## src/hdl/uef_pkg.sv

```systemverilog
package uef_pkg;
   localparam int REG_AW = 5;
   localparam logic [REG_AW-1:0] OFS_INT_STATUS = 5'h00;
   localparam logic [REG_AW-1:0] OFS_EP_DONE = 5'h04;
   localparam logic [REG_AW-1:0] OFS_EP_MASK = 5'h08;
   localparam logic [REG_AW-1:0] OFS_IRQ_STAT = 5'h0c;
   localparam logic [REG_AW-1:0] OFS_IRQ_MASK = 5'h10;
   localparam int BIT_SETUP = 0;
   localparam int BIT_STATUS_NAK = 1;
   localparam int BIT_STATUS = 2;
   localparam int BIT_EP_SUM = 6;
   localparam int BIT_M_SETUP = 8;
   localparam int BIT_M_STATUS_NAK = 9;
   localparam int BIT_M_STATUS = 10;
   localparam int BIT_M_EP_SUM = 14;
   localparam logic [7:0] RST_EP_MASK = 8'h00;
   localparam logic [7:0] RST_INT_MASK = 8'h00;
   localparam logic [3:0] RST_IRQ_MASK = 4'h0;
   localparam int N_IRQ = 4;
endpackage

```

## src/hdl/uef_evt_if.sv

```systemverilog
interface uef_evt_if;
   logic [7:0] set;
   logic [7:0] clr;
   logic [7:0] flags;
   modport owner (input set, input clr, output flags);
   modport user (output set, output clr, input flags);
endinterface

```

## src/hdl/uef_top.sv

```systemverilog
// Summary of operation
// - Status-complete bit 2 sets when the endpoint-0 status stage ends successfully.
// - Status-arrival bit 1 sets when a status-stage packet arrives in a control read.
// - An IN token after a zero-length close of a 64-byte-multiple write sets bit 1 too.
// - Setup-received bit 0 sets on every SETUP token for endpoint 0.
// - Endpoints 1 to 7 each own a completion flag in bits 1 to 7, set on success.
// - A completion flag reads 0 until data moved on that endpoint, then 1.
// - A per-endpoint mask register picks which flags reach the endpoint interrupt.
// - Mask 0 passes, 1 blocks but the flag still sets; mask bit 0 is unused here.
// - Writing 1 to the summary endpoint bit clears all completion flags.
module uef_top
   import uef_pkg::*;
(
   input wire logic sys_clk_i,
   input wire logic rst_b_i,
   input wire logic [REG_AW-1:0] addr_i,
   input wire logic [31:0] wdata_i,
   input wire logic wr_i,
   input wire logic rd_i,
   output logic [31:0] rdata_o,
   input wire logic setup_tok_i,
   input wire logic status_pkt_i,
   input wire logic in_tok_after_zlp_i,
   input wire logic status_ok_i,
   input wire logic [7:1] ep_done_i,
   output logic endpoint_irq_out_o,
   output logic irq_o
);
   uef_evt_if ep0_ev ();
   uef_evt_if ep_ev ();

   logic [7:0] endpoint_mask_bits_r;
   logic [7:0] int_mask_r;
   logic [3:0] irq_stat_r;
   logic [3:0] irq_mask_r;
   logic [7:0] ep0_flags;
   logic [7:0] ep_flags;
   logic [7:1] ep_gated;
   logic ep_sum;
   logic [3:0] irq_evt;
   logic wr_status;
   logic wr_done;

   // Offsets reach 0x10, so the address needs five bits
   if (REG_AW < 5) begin : g_aw_check
      $error("register address too narrow");
   end

   function automatic logic hit(input logic [REG_AW-1:0] a, input logic [REG_AW-1:0] ofs);
      hit = (a == ofs);
   endfunction

   assign wr_status = wr_i && hit(addr_i, OFS_INT_STATUS);
   assign wr_done = wr_i && hit(addr_i, OFS_EP_DONE);

   // Endpoint-0 stage events
   always_comb begin
      ep0_ev.set = 8'h00;
      ep0_ev.set[BIT_SETUP] = setup_tok_i;
      ep0_ev.set[BIT_STATUS_NAK] = status_pkt_i | in_tok_after_zlp_i;
      ep0_ev.set[BIT_STATUS] = status_ok_i;
      ep0_ev.clr = wr_status ? {5'h00, wdata_i[2:0]} : 8'h00;
   end

   uef_sticky u_ep0 (
      .sys_clk_i(sys_clk_i),
      .rst_b_i(rst_b_i),
      .ev(ep0_ev.owner)
   );
   assign ep0_flags = ep0_ev.flags;

   // Completion flags; summary write clears all, per-bit write also clears
   always_comb begin
      ep_ev.set = {ep_done_i, 1'b0};
      ep_ev.clr = 8'h00;
      if (wr_status && wdata_i[BIT_EP_SUM]) begin
         ep_ev.clr = 8'hfe;
      end else if (wr_done) begin
         ep_ev.clr = {wdata_i[7:1], 1'b0};
      end
   end

   uef_sticky u_ep (
      .sys_clk_i(sys_clk_i),
      .rst_b_i(rst_b_i),
      .ev(ep_ev.owner)
   );
   assign ep_flags = ep_ev.flags;

   // Bit 0 of the mask does not gate completion flags
   for (genvar g = 1; g < 8; g++) begin : g_gate
      assign ep_gated[g] = ep_flags[g] & ~endpoint_mask_bits_r[g];
   end
   assign ep_sum = |ep_gated;

   always_ff @(posedge sys_clk_i or negedge rst_b_i) begin
      if (!rst_b_i) begin
         endpoint_mask_bits_r <= RST_EP_MASK;
      end else if (wr_i && hit(addr_i, OFS_EP_MASK)) begin
         endpoint_mask_bits_r <= wdata_i[7:0];
      end
   end

   always_ff @(posedge sys_clk_i or negedge rst_b_i) begin
      if (!rst_b_i) begin
         int_mask_r <= RST_INT_MASK;
      end else if (wr_status) begin
         int_mask_r <= wdata_i[15:8];
      end
   end

   always_ff @(posedge sys_clk_i or negedge rst_b_i) begin
      if (!rst_b_i) begin
         endpoint_irq_out_o <= 1'b0;
      end else begin
         endpoint_irq_out_o <= ep_sum && !int_mask_r[BIT_M_EP_SUM-8];
      end
   end

   // Stage events and the endpoint summary, sticky, write-one-to-clear
   assign irq_evt = {ep_sum, ep0_ev.set[2:0]};

   always_ff @(posedge sys_clk_i or negedge rst_b_i) begin
      if (!rst_b_i) begin
         irq_stat_r <= 4'h0;
      end else begin
         irq_stat_r <= (irq_stat_r & ~((wr_i && hit(addr_i, OFS_IRQ_STAT)) ? wdata_i[3:0] : 4'h0))
            | irq_evt;
      end
   end

   always_ff @(posedge sys_clk_i or negedge rst_b_i) begin
      if (!rst_b_i) begin
         irq_mask_r <= RST_IRQ_MASK;
      end else if (wr_i && hit(addr_i, OFS_IRQ_MASK)) begin
         irq_mask_r <= wdata_i[3:0];
      end
   end

   always_ff @(posedge sys_clk_i or negedge rst_b_i) begin
      if (!rst_b_i) begin
         irq_o <= 1'b0;
      end else begin
         irq_o <= |(irq_stat_r & irq_mask_r);
      end
   end

   always_ff @(posedge sys_clk_i or negedge rst_b_i) begin
      if (!rst_b_i) begin
         rdata_o <= 32'h0000_0000;
      end else if (rd_i) begin
         unique case (addr_i)
            OFS_INT_STATUS: rdata_o <= {16'h0000, int_mask_r, 1'b0, ep_sum, 3'h0, ep0_flags[2:0]};
            OFS_EP_DONE: rdata_o <= {24'h000000, ep_flags[7:1], 1'b0};
            OFS_EP_MASK: rdata_o <= {24'h000000, endpoint_mask_bits_r};
            OFS_IRQ_STAT: rdata_o <= {28'h0000000, irq_stat_r};
            OFS_IRQ_MASK: rdata_o <= {28'h0000000, irq_mask_r};
            default: rdata_o <= 32'h0000_0000;
         endcase
      end else begin
         rdata_o <= 32'h0000_0000;
      end
   end
endmodule

```

## src/hdl/uef_sticky.sv

```systemverilog
module uef_sticky
   import uef_pkg::*;
(
   input wire logic sys_clk_i,
   input wire logic rst_b_i,
   uef_evt_if.owner ev
);
   logic [7:0] flag_r;

   // Set wins over a clear in the same cycle
   always_ff @(posedge sys_clk_i or negedge rst_b_i) begin
      if (!rst_b_i) begin
         flag_r <= 8'h00;
      end else begin
         flag_r <= (flag_r & ~ev.clr) | ev.set;
      end
   end

   assign ev.flags = flag_r;
endmodule

```

## config.mk

```make
export PLATFORM = sky130hd
export DESIGN_NAME = uef_top
export DESIGN_NICKNAME = d
export VERILOG_FILES = /design/src/hdl/uef_pkg.sv /design/src/hdl/uef_evt_if.sv /design/src/hdl/uef_top.sv /design/src/hdl/uef_sticky.sv
export SDC_FILE = /design/constraint.sdc
export NUM_CORES = 1
export LEC_CHECK = 0
export BUFFER_PORTS_ARGS = -buffer_cell sky130_fd_sc_hd__buf_4
export CAP_MARGIN = 25
export CORE_MARGIN = 2
export CORE_UTILIZATION = 53
export CTS_BUF_LIST = sky130_fd_sc_hd__clkbuf_16
export DETAILED_ROUTE_END_ITERATION = 6
export PLACE_DENSITY = 0.85
export SLEW_MARGIN = 10
export SYNTH_ARGS = -nofsm -noshare
export SYNTH_HDL_FRONTEND = slang
export SYNTH_SLANG_ARGS = --single-unit
```

## constraint.sdc

```tcl
create_clock -name sys_clk_i -period 3.5 [get_ports sys_clk_i]
set_clock_uncertainty 0.2 [all_clocks]
set_input_delay 0.7 -clock sys_clk_i [delete_from_list [all_inputs] [get_ports sys_clk_i]]
set_output_delay 0.7 -clock sys_clk_i [all_outputs]
set_load 0.01 [all_outputs]
```

* After elaboration in Yosys (flattened, before gate mapping)
Index checks and enable logic that the tools add are counted.
** Storage, ports and cells
- Word-level logic and storage cells :: 55
- Register bits after elaboration :: 74
** Cells by class
- Equal/unequal tests :: 4
- Reduce and logical (&&, ||, !) cells :: 11
- Multiplexer cells :: 6
- Bitwise logic cells :: 25
** Operators by type and width (count)
- case mux 16 bit (5 select lines) :: 1
- two-way mux 32 bit :: 1
- bitwise AND 8 bit :: 2
- two-way mux 8 bit :: 2
- equality test 5 x 4 -> 1 bit (second input constant) :: 2
- bitwise AND 4 bit :: 2
- inverter 3 -> 8 bit :: 1
- inverter 8 bit :: 1
- OR 8 x 3 -> 8 bit :: 1
- OR 8 bit :: 1
- bitwise AND 1 bit :: 7
- logical AND 1 bit :: 7
- inverter 1 bit :: 7
- OR reduction 7 bit :: 1
- equality test 5 x 3 -> 1 bit (second input constant) :: 1
- equality test 5 bit (second input constant) :: 1
- zero test 5 bit :: 1
- two-way mux 4 bit :: 1
- inverter 4 bit :: 1
- OR 4 bit :: 1
- OR reduction 4 bit :: 1
- two-way mux 3 bit :: 1
- zero test 1 bit :: 1
- OR 1 bit :: 1

* Logic depth before layout (Yosys ltp)
Gate-level depths: netlist of run 1.
- Depth after elaboration :: 7
- Mapped depth :: 6

* Modules after synthesis
Synthesis of run 1 repeated with hierarchy kept, for this count alone.
** Unflattened totals
- Cells, all modules :: 220
- Area total of the unflattened synthesis :: 2538.7 µm²
** Modules (own cells, without submodules)
- uef_top :: sequential area each 1051.0 µm², times used 1, area each 1958.1 µm², cells each 172
- uef_sticky :: sequential area each 200.2 µm², times used 2, area each 290.3 µm², cells each 24

* Least setup slack after synthesis of run 1
OpenSTA, ideal clock, no wires.
- Kind :: input -> register
- Start :: in addr_i[4]
- End :: reg int_mask_r[0]
- Arrival time :: 1946 ps
- Slack :: 1229 ps
- Path buffers :: 1
- Stages on the path :: 4
- Cell sequence :: or4_4 > nor3b_2 > buf_6 > mux2_2
** Between the ends
- Longest elaborated chain between the ends :: 2
** RTL lines
- start: declaration :: RTL line uef_top.sv:16 : input wire logic [REG_AW-1:0] addr_i,
- zero test 5 bit :: RTL line uef_top.sv:50 : hit = (a == ofs);
- logical AND 1 bit :: RTL line uef_top.sv:53 : assign wr_status = wr_i && hit(addr_i, OFS_INT_STATUS);
- end signal: assignment :: RTL line uef_top.sv:108 : int_mask_r <= wdata_i[15:8];
- end: declaration :: RTL line uef_top.sv:33 : logic [7:0] int_mask_r;
No other way between the ends.
A chain may end at the register's enable or synchronous reset.

* Worst setup path after layout of run 1
- Start :: in addr_i[4]
- End :: reg int_mask_r[7]
The elaborated chain is that of the path after synthesis.

==> results of run 1 <==
## area by class of cell
class,count,area [um^2],share of cell area (%)
clock buffers,5,125,4.33
clock inverters,3,23.8,0.824
flip-flops and latches,52,1300,45.1
well taps,52,65.1,2.25
inverters,6,22.5,0.780
multi-input cells,131,943,32.7
repair buffers,54,405,14.0
## flip-flops by register name, indices dropped and copies added (netlist names)
name	cells
irq_stat_r	4
irq_o	1
irq_mask_r	4
u_ep.ev.flags	7
int_mask_r	8
endpoint_irq_out_o	1
u_ep0.ev.flags	3
rdata_o	16
endpoint_mask_bits_r	8
## cell usage in the layout (no fill, tap or decap), types with 4 or more instances in the layout
cell,n
a21o_1,5
nand2_1,19
buf_4,54
mux2_4,8
nor2_1,10
inv_1,6
clkbuf_16,5
dfrtp_1,52
and3_1,8
conb_1,16
a22oi_1,4
a21oi_1,5
a31o_2,6
mux2_2,14
## metal layers
metal  vias up  global-route usage [%]  part of all wire, %
met2        58                    36.6                   52
met5         -                       0                    0
met1       803                    27.0                   40
met4         0                    6.92                  1.5
li1        776                       -                    -
met3         8                    4.13                  5.7
## cell families after synthesis
group / after synthesis / synth area share, %
mux: 23 / 12.2
other cells: 1 / 0.159
compound gates: 35 / 11.0
flops: 52 / 55.1
buf+inv: 28 / 7.41
simple gates: 57 / 14.2
## stage by stage
stage               hold slack [ps]  setup WS [ps]  power, mW  cells  cell area (um^2)
floorplan                       204           1230      0.798    211              2420
global placement                236            654      0.857    295              2740
detailed placement              233            587      0.867    295              2740
CTS                             244            902       1.35    303              2890
global route                    283            887       1.40    303              2890
finish                          218            918       1.34    303              2890
## power by group
| group | switching (mW) | total [mW] | internal [mW] |
|---|---|---|---|
| Sequential | 0.0363 | 0.690 | 0.654 |
| Clock | 0.220 | 0.486 | 0.266 |
| Combinational | 0.0729 | 0.166 | 0.0934 |
| Total | 0.330 | 1.34 | 1.01 |
## worst min path at each step
stage | from | end | slack [ps] | depth (start not counted)
2_1_floorplan | rst_b_i | endpoint_irq_out_o$_DFF_PN0_ | 200 | 0
3_3_place_gp | int_mask_r[6]$_DFFE_PN0N_ | endpoint_irq_out_o$_DFF_PN0_ | 240 | 1
4_1_cts | int_mask_r[6]$_DFFE_PN0N_ | endpoint_irq_out_o$_DFF_PN0_ | 240 | 1
3_5_place_dp | int_mask_r[6]$_DFFE_PN0N_ | endpoint_irq_out_o$_DFF_PN0_ | 230 | 1
5_1_grt | int_mask_r[6]$_DFFE_PN0N_ | endpoint_irq_out_o$_DFF_PN0_ | 280 | 1
6_report | rst_b_i | rdata_o[3]$_DFF_PN0_ | 220 | 1
==> metrics.cfg, run 1 <==
[critical_path]
worstReg2RegStart = u_ep.ev.flags[3]$_DFF_PN0_
start_kind = input pin
rr_endpoint = rdata_o[6]$_DFF_PN0_
end_kind = register
r2r_cells = 4
cp-startpoint = addr_i[4]
reg2reg_slack_ps = 1730
crit_type = input pin to register
cpMostUsedCell = buf_4
cp_top_family = simple AND/OR/NAND/NOR gates
required_ps = 3480
slowest_stage = or4_4
crit_end = int_mask_r[7]$_DFFE_PN0N_
cp_cell_sequence = buf_4 > or4_4 > nor3b_2 > buf_4 > mux2_2
cp.buffers_inverters = 2
max_stage_delay_ps = 570
cp.arrival_ps = 2560
crit_cells = 5
path_max_fanout = 13

[floorplanning]
ios = 86
fp-row-count = 24
fp.dieH_um = 70.8
start_util_pct = 54.7
core_area_mm2 = 0.00432
die_area_mm2 = 0.00501
die_w_um = 70.8

[synth]
yosys_register_bits = 52
synth_most_common_cell = dfrtp_1
synthCells = 196
netlist.area_leader.share_pct = 55.1
synth_enable_flop_cells = 0
ys_seq_area_share_pct = 55.1
avgSynthCellArea_um2 = 12.1
synth.area.top_cells = dfrtp_1 55%, mux2_2 6.7%, buf_4 5.1%
synth_commonest_cells = 52 x dfrtp_1, 19 x nand2_1, 16 x buf_4
synth_area_leader_cell = dfrtp_1
ys_warn_count = 0
netlist_area_mm2 = 0.00236
ys_types = 41
synthArstFlopShare_pct = 100
synthFlopType = dfrtp_1

[timing]
finalCriticalPeriod_ps = 2580
slew_violations = 0
rsz0062_at_grt = no
worst_pin_slew_ps = 680
setup_violations = 0
max_freq_ghz = 0.387
slew_headroom_pct = 54.2
hold_viol = 0
period_share_pct = 73.8
setup_tns_ps = 0

[clock_network]
cts_root_buf = clkbuf_16
clk_pin_slew_worst_paths_ps = 70
cts_setup_buffers = 0
htree_levels = 2
cts-buffers-inserted = 5
cts.sinks = 52
cts_resized = 0
cts_hold_buf = 0
cts_tree = built
clkLatencyLatePin_ps = 290
clk_path_buf_depth = 2

[placement]
place.gp.congestion = 0.768
dpl.hpwl_um = 3590
port_buffers = 53

[finish]
drive_above_1_share_pct = 39.4
antennaDiodeCount = 0
fin_nets = 302
areaGrowthSynthToFinish_pct = 22.1
nFillCells = 339
final_core_util_pct = 66.8

[global_routing]
grt_pass1_wl_um = 8220
grt_max_degree = 53
grtUsageTotal_pct = 21.2
antenna_found_initial = 0
grt_pass1_vias = 1683
grt_overflow = 0

[route]
viasPerCell = 5.43
drtIter0Drc = 153
drc = 0
vias = 1645
postRouteAntennaNets = 0
routed_wl_um = 4980
firstDrtPassIters = 4
routedWlPerCell_um = 16.4

[power]
p_leak_nw = 1.40
power_density_mw_per_mm2 = 465
peakVddDrop_uv = 224

[status]
status = completed

[run]
drv_cap = 0

[hold_path]
min_path_type = input pin to async pin

(Power assumes the default switching activity.)
==> run 2, diff against run 1 <==
ABC_AREA = 1   (was not set)
CORE_UTILIZATION = 44   (was 53)
PLACE_DENSITY = 0.75   (was 0.85)
clock period = 2.3 ns   (was 3.5 ns; I/O delays follow)
==> metrics.cfg, run 2 <==
[status]
status = complete, but fails checks  ; was completed
violations = hold timing

[global_routing]
grt_pass1_wl_um = 8490  ; was 8220 um
antenna_found_initial = 0  ; unchanged
grt_overflow = 0  ; unchanged
grt_max_degree = 53  ; unchanged
grt_pass1_vias = 1883  ; was 1,683
grtUsageTotal_pct = 17.7  ; was 21.2%

[timing]
timing.hold.ws_ps = -1.78  ; was 218 ps
setup_slack_ps = 515  ; was 918 ps
setup_tns_ps = 0  ; unchanged
worst_pin_slew_ps = 626  ; was 680 ps
period_share_pct = 77.6
max_freq_ghz = 0.560
rsz0062_at_grt = no  ; unchanged
finalCriticalPeriod_ps = 1790
slew_violations = 0  ; unchanged
slew_headroom_pct = 58.3  ; was 54.2%
setup_violations = 0  ; unchanged
hold_viol = 6  ; was 0

[clock_network]
cts_tree = built  ; unchanged
cts-buffers-inserted = 5  ; unchanged
clk_pin_slew_worst_paths_ps = 60  ; was 70 ps
clkLatencyLatePin_ps = 280  ; was 290 ps
cts_setup_buffers = 0  ; unchanged
cts_hold_buf = 0  ; unchanged
cts_root_buf = clkbuf_16  ; unchanged
cts.sinks = 52  ; unchanged
clk_path_buf_depth = 2  ; unchanged
cts_resized = 0  ; unchanged
htree_levels = 2  ; unchanged

[critical_path]
start_kind = input pin  ; unchanged
cp_cell_sequence = buf_4 > nor2_1 > nand3_1 > nor2_1 > nand2_1 > nand3_1 > nand2_1  ; was buf_4 > or4_4 > nor3b_2 > buf_4 > mux2_2
path_max_fanout = 8  ; was 13
slowest_stage = nor2_1  ; was or4_4
cp.arrival_ps = 1760  ; was 2560 ps
rr_endpoint = irq_stat_r[3]$_DFF_PN0_  ; was rdata_o[6]$_DFF_PN0_
crit_type = input pin to register  ; unchanged
required_ps = 2270  ; was 3480 ps
end_kind = register  ; unchanged
reg2reg_slack_ps = 1070  ; was 1730 ps
r2r_cells = 7  ; was 4
worstReg2RegStart = endpoint_mask_bits_r[7]$_DFFE_PN0P_  ; was u_ep.ev.flags[3]$_DFF_PN0_
max_stage_delay_ps = 400  ; was 570 ps

[finish]
top_regs = rdata_o: 16 flops, endpoint_mask_bits_r: 8 flops, int_mask_r: 8 flops  ; unchanged
stdcell_count = 405  ; was 303
final_area_mm2 = 0.00295  ; was 0.00289 mm^2
regMostFlops = rdata_o  ; unchanged
final_common_cell = buf_4  ; unchanged
final_core_util_pct = 57.1  ; was 66.8%
layout_common_cells = 58 x buf_4, 52 x dfrtp_1, 45 x nand2_1  ; was 54 x buf_4, 52 x dfrtp_1, 19 x nand2_1
areaGrowthSynthToFinish_pct = 23.1  ; was 22.1%
antennaDiodeCount = 0  ; unchanged
drive_above_1_share_pct = 22.1  ; was 39.4%
fin_nets = 387  ; was 302
largest_reg_flops = 16  ; unchanged

[power]
power_density_mw_per_mm2 = 687  ; was 465 mW/mm^2
peakVddDrop_uv = 429  ; was 224 uV
p_leak_nw = 1.55  ; was 1.40 nW
power.switching_mw = 0.510  ; was 0.330 mW
seqPwrFrac_pct = 51.6  ; was 51.4%
power_mw = 2.03  ; was 1.34 mW
swShare_pct = 25.2  ; was 24.5%
p_int_mw = 1.52  ; was 1.01 mW
combinationalPowerShare_pct = 14.2  ; was 12.4%
power.share.clock_pct = 34.2  ; was 36.2%

[route]
vias = 1926  ; was 1,645
routedWlPerCell_um = 12.2  ; was 16.4 um
postRouteAntennaNets = 0  ; unchanged
viasPerCell = 4.76  ; was 5.43
firstDrtPassIters = 4  ; unchanged
drc = 0  ; unchanged
drtIter0Drc = 169  ; was 153
routed_wl_um = 4940  ; was 4980 um

[synth]
synthFlopType = dfrtp_1  ; unchanged
netlist_area_mm2 = 0.00240  ; was 0.00236 mm^2
synthArstFlopShare_pct = 100  ; unchanged
synth_enable_flop_cells = 0  ; unchanged
synth_most_common_cell = dfrtp_1  ; unchanged
avgSynthCellArea_um2 = 8.65  ; was 12.1 um^2
ys_types = 23  ; was 41
yosys_register_bits = 52  ; unchanged
ys_warn_count = 0  ; unchanged
netlist.area_leader.share_pct = 54.3  ; was 55.1%
synth_commonest_cells = 52 x dfrtp_1, 45 x nand2_1, 38 x inv_1  ; was 52 x dfrtp_1, 19 x nand2_1, 16 x buf_4
synth.area.top_cells = dfrtp_1 54%, nand2_1 7.0%, inv_1 5.9%  ; was dfrtp_1 55%, mux2_2 6.7%, buf_4 5.1%
synth_area_leader_cell = dfrtp_1  ; unchanged
ys_seq_area_share_pct = 54.3  ; was 55.1%
synthCells = 277  ; was 196

[placement]
pre_cts_slack_ps = 216  ; was 587 ps
port_buffers = 53  ; unchanged
dpl.hpwl_um = 3740  ; was 3590 um
place.gp.congestion = 0.840  ; was 0.768
dp_cells = 398  ; was 295
place_area_mm2 = 0.00281  ; was 0.00274 mm^2

[floorplanning]
die_area_mm2 = 0.00606  ; was 0.00501 mm^2
start_util_pct = 46.3  ; was 54.7%
core_area_mm2 = 0.00517  ; was 0.00432 mm^2
die_w_um = 77.8  ; was 70.8 um
ios = 86  ; unchanged
fp.dieH_um = 77.8  ; was 70.8 um
fp-row-count = 26  ; was 24

[run]
drv_cap = 0  ; unchanged

[hold_path]
min_path_type = input pin to async pin  ; unchanged

[run 2: cells by family (layout without fill, tap and decap cells)]
family	Yosys count	in the layout	share of synthesized area (%)
AND/OR/NAND/NOR	124	124	24.3
buffers and inverters	62	105	13.0
flip-flops	52	52	54.3
AO/OA/AOI/OAI	38	38	8.19
other	1	16	0.156
[run 2: final cells by class]
| class | count | area (um^2) |
|---|---|---|
| Fill cell | 463 | 2220 |
| Sequential cell | 52 | 1300 |
| Multi-Input combinational cell | 178 | 840 |
| Timing Repair Buffer | 58 | 435 |
| Inverter | 40 | 150 |
| Clock buffer | 5 | 125 |
| Tap cell | 70 | 87.6 |
| Clock inverter | 2 | 12.5 |
[run 2: critical path: cells and delay by family]
family / cells / cell delay, ps
simple gates: 6 / 1150
buf+inv: 1 / 150
[run 2: how the worst max path moves through the flow]
stage / cells past startpoint / from / slack (ps) / end
floorplan: 6 / addr_i[2] / 680 / u_ep.ev.flags[1]$_DFF_PN0_
global placement: 7 / addr_i[4] / 300 / u_ep.ev.flags[5]$_DFF_PN0_
detailed placement: 7 / addr_i[4] / 220 / u_ep.ev.flags[5]$_DFF_PN0_
CTS: 7 / addr_i[4] / 500 / u_ep.ev.flags[5]$_DFF_PN0_
global route: 7 / addr_i[4] / 430 / u_ep.ev.flags[5]$_DFF_PN0_
finish: 7 / addr_i[4] / 510 / u_ep.ev.flags[5]$_DFF_PN0_
[run 2: power groups by stage]
stage | combinational (mW) | clock (mW) | sequential [mW]
CTS | 0.291 | 0.713 | 1.04
floorplan | 0.176 | 0 | 1.06
global placement | 0.281 | 0 | 1.06
global route | 0.329 | 0.762 | 1.05
finish | 0.288 | 0.694 | 1.04
detailed placement | 0.289 | 0 | 1.06
[run 2: routing by layer]
| layer | up-vias | global-route usage (%) | part of all wire, % |
|---|---|---|---|
| met5 | - | 0 | 0 |
| met4 | 0 | 7.68 | 2.3 |
| met3 | 8 | 4.42 | 6.4 |
| met2 | 76 | 28.4 | 47 |
| met1 | 867 | 22.7 | 45 |
| li1 | 975 | - | - |
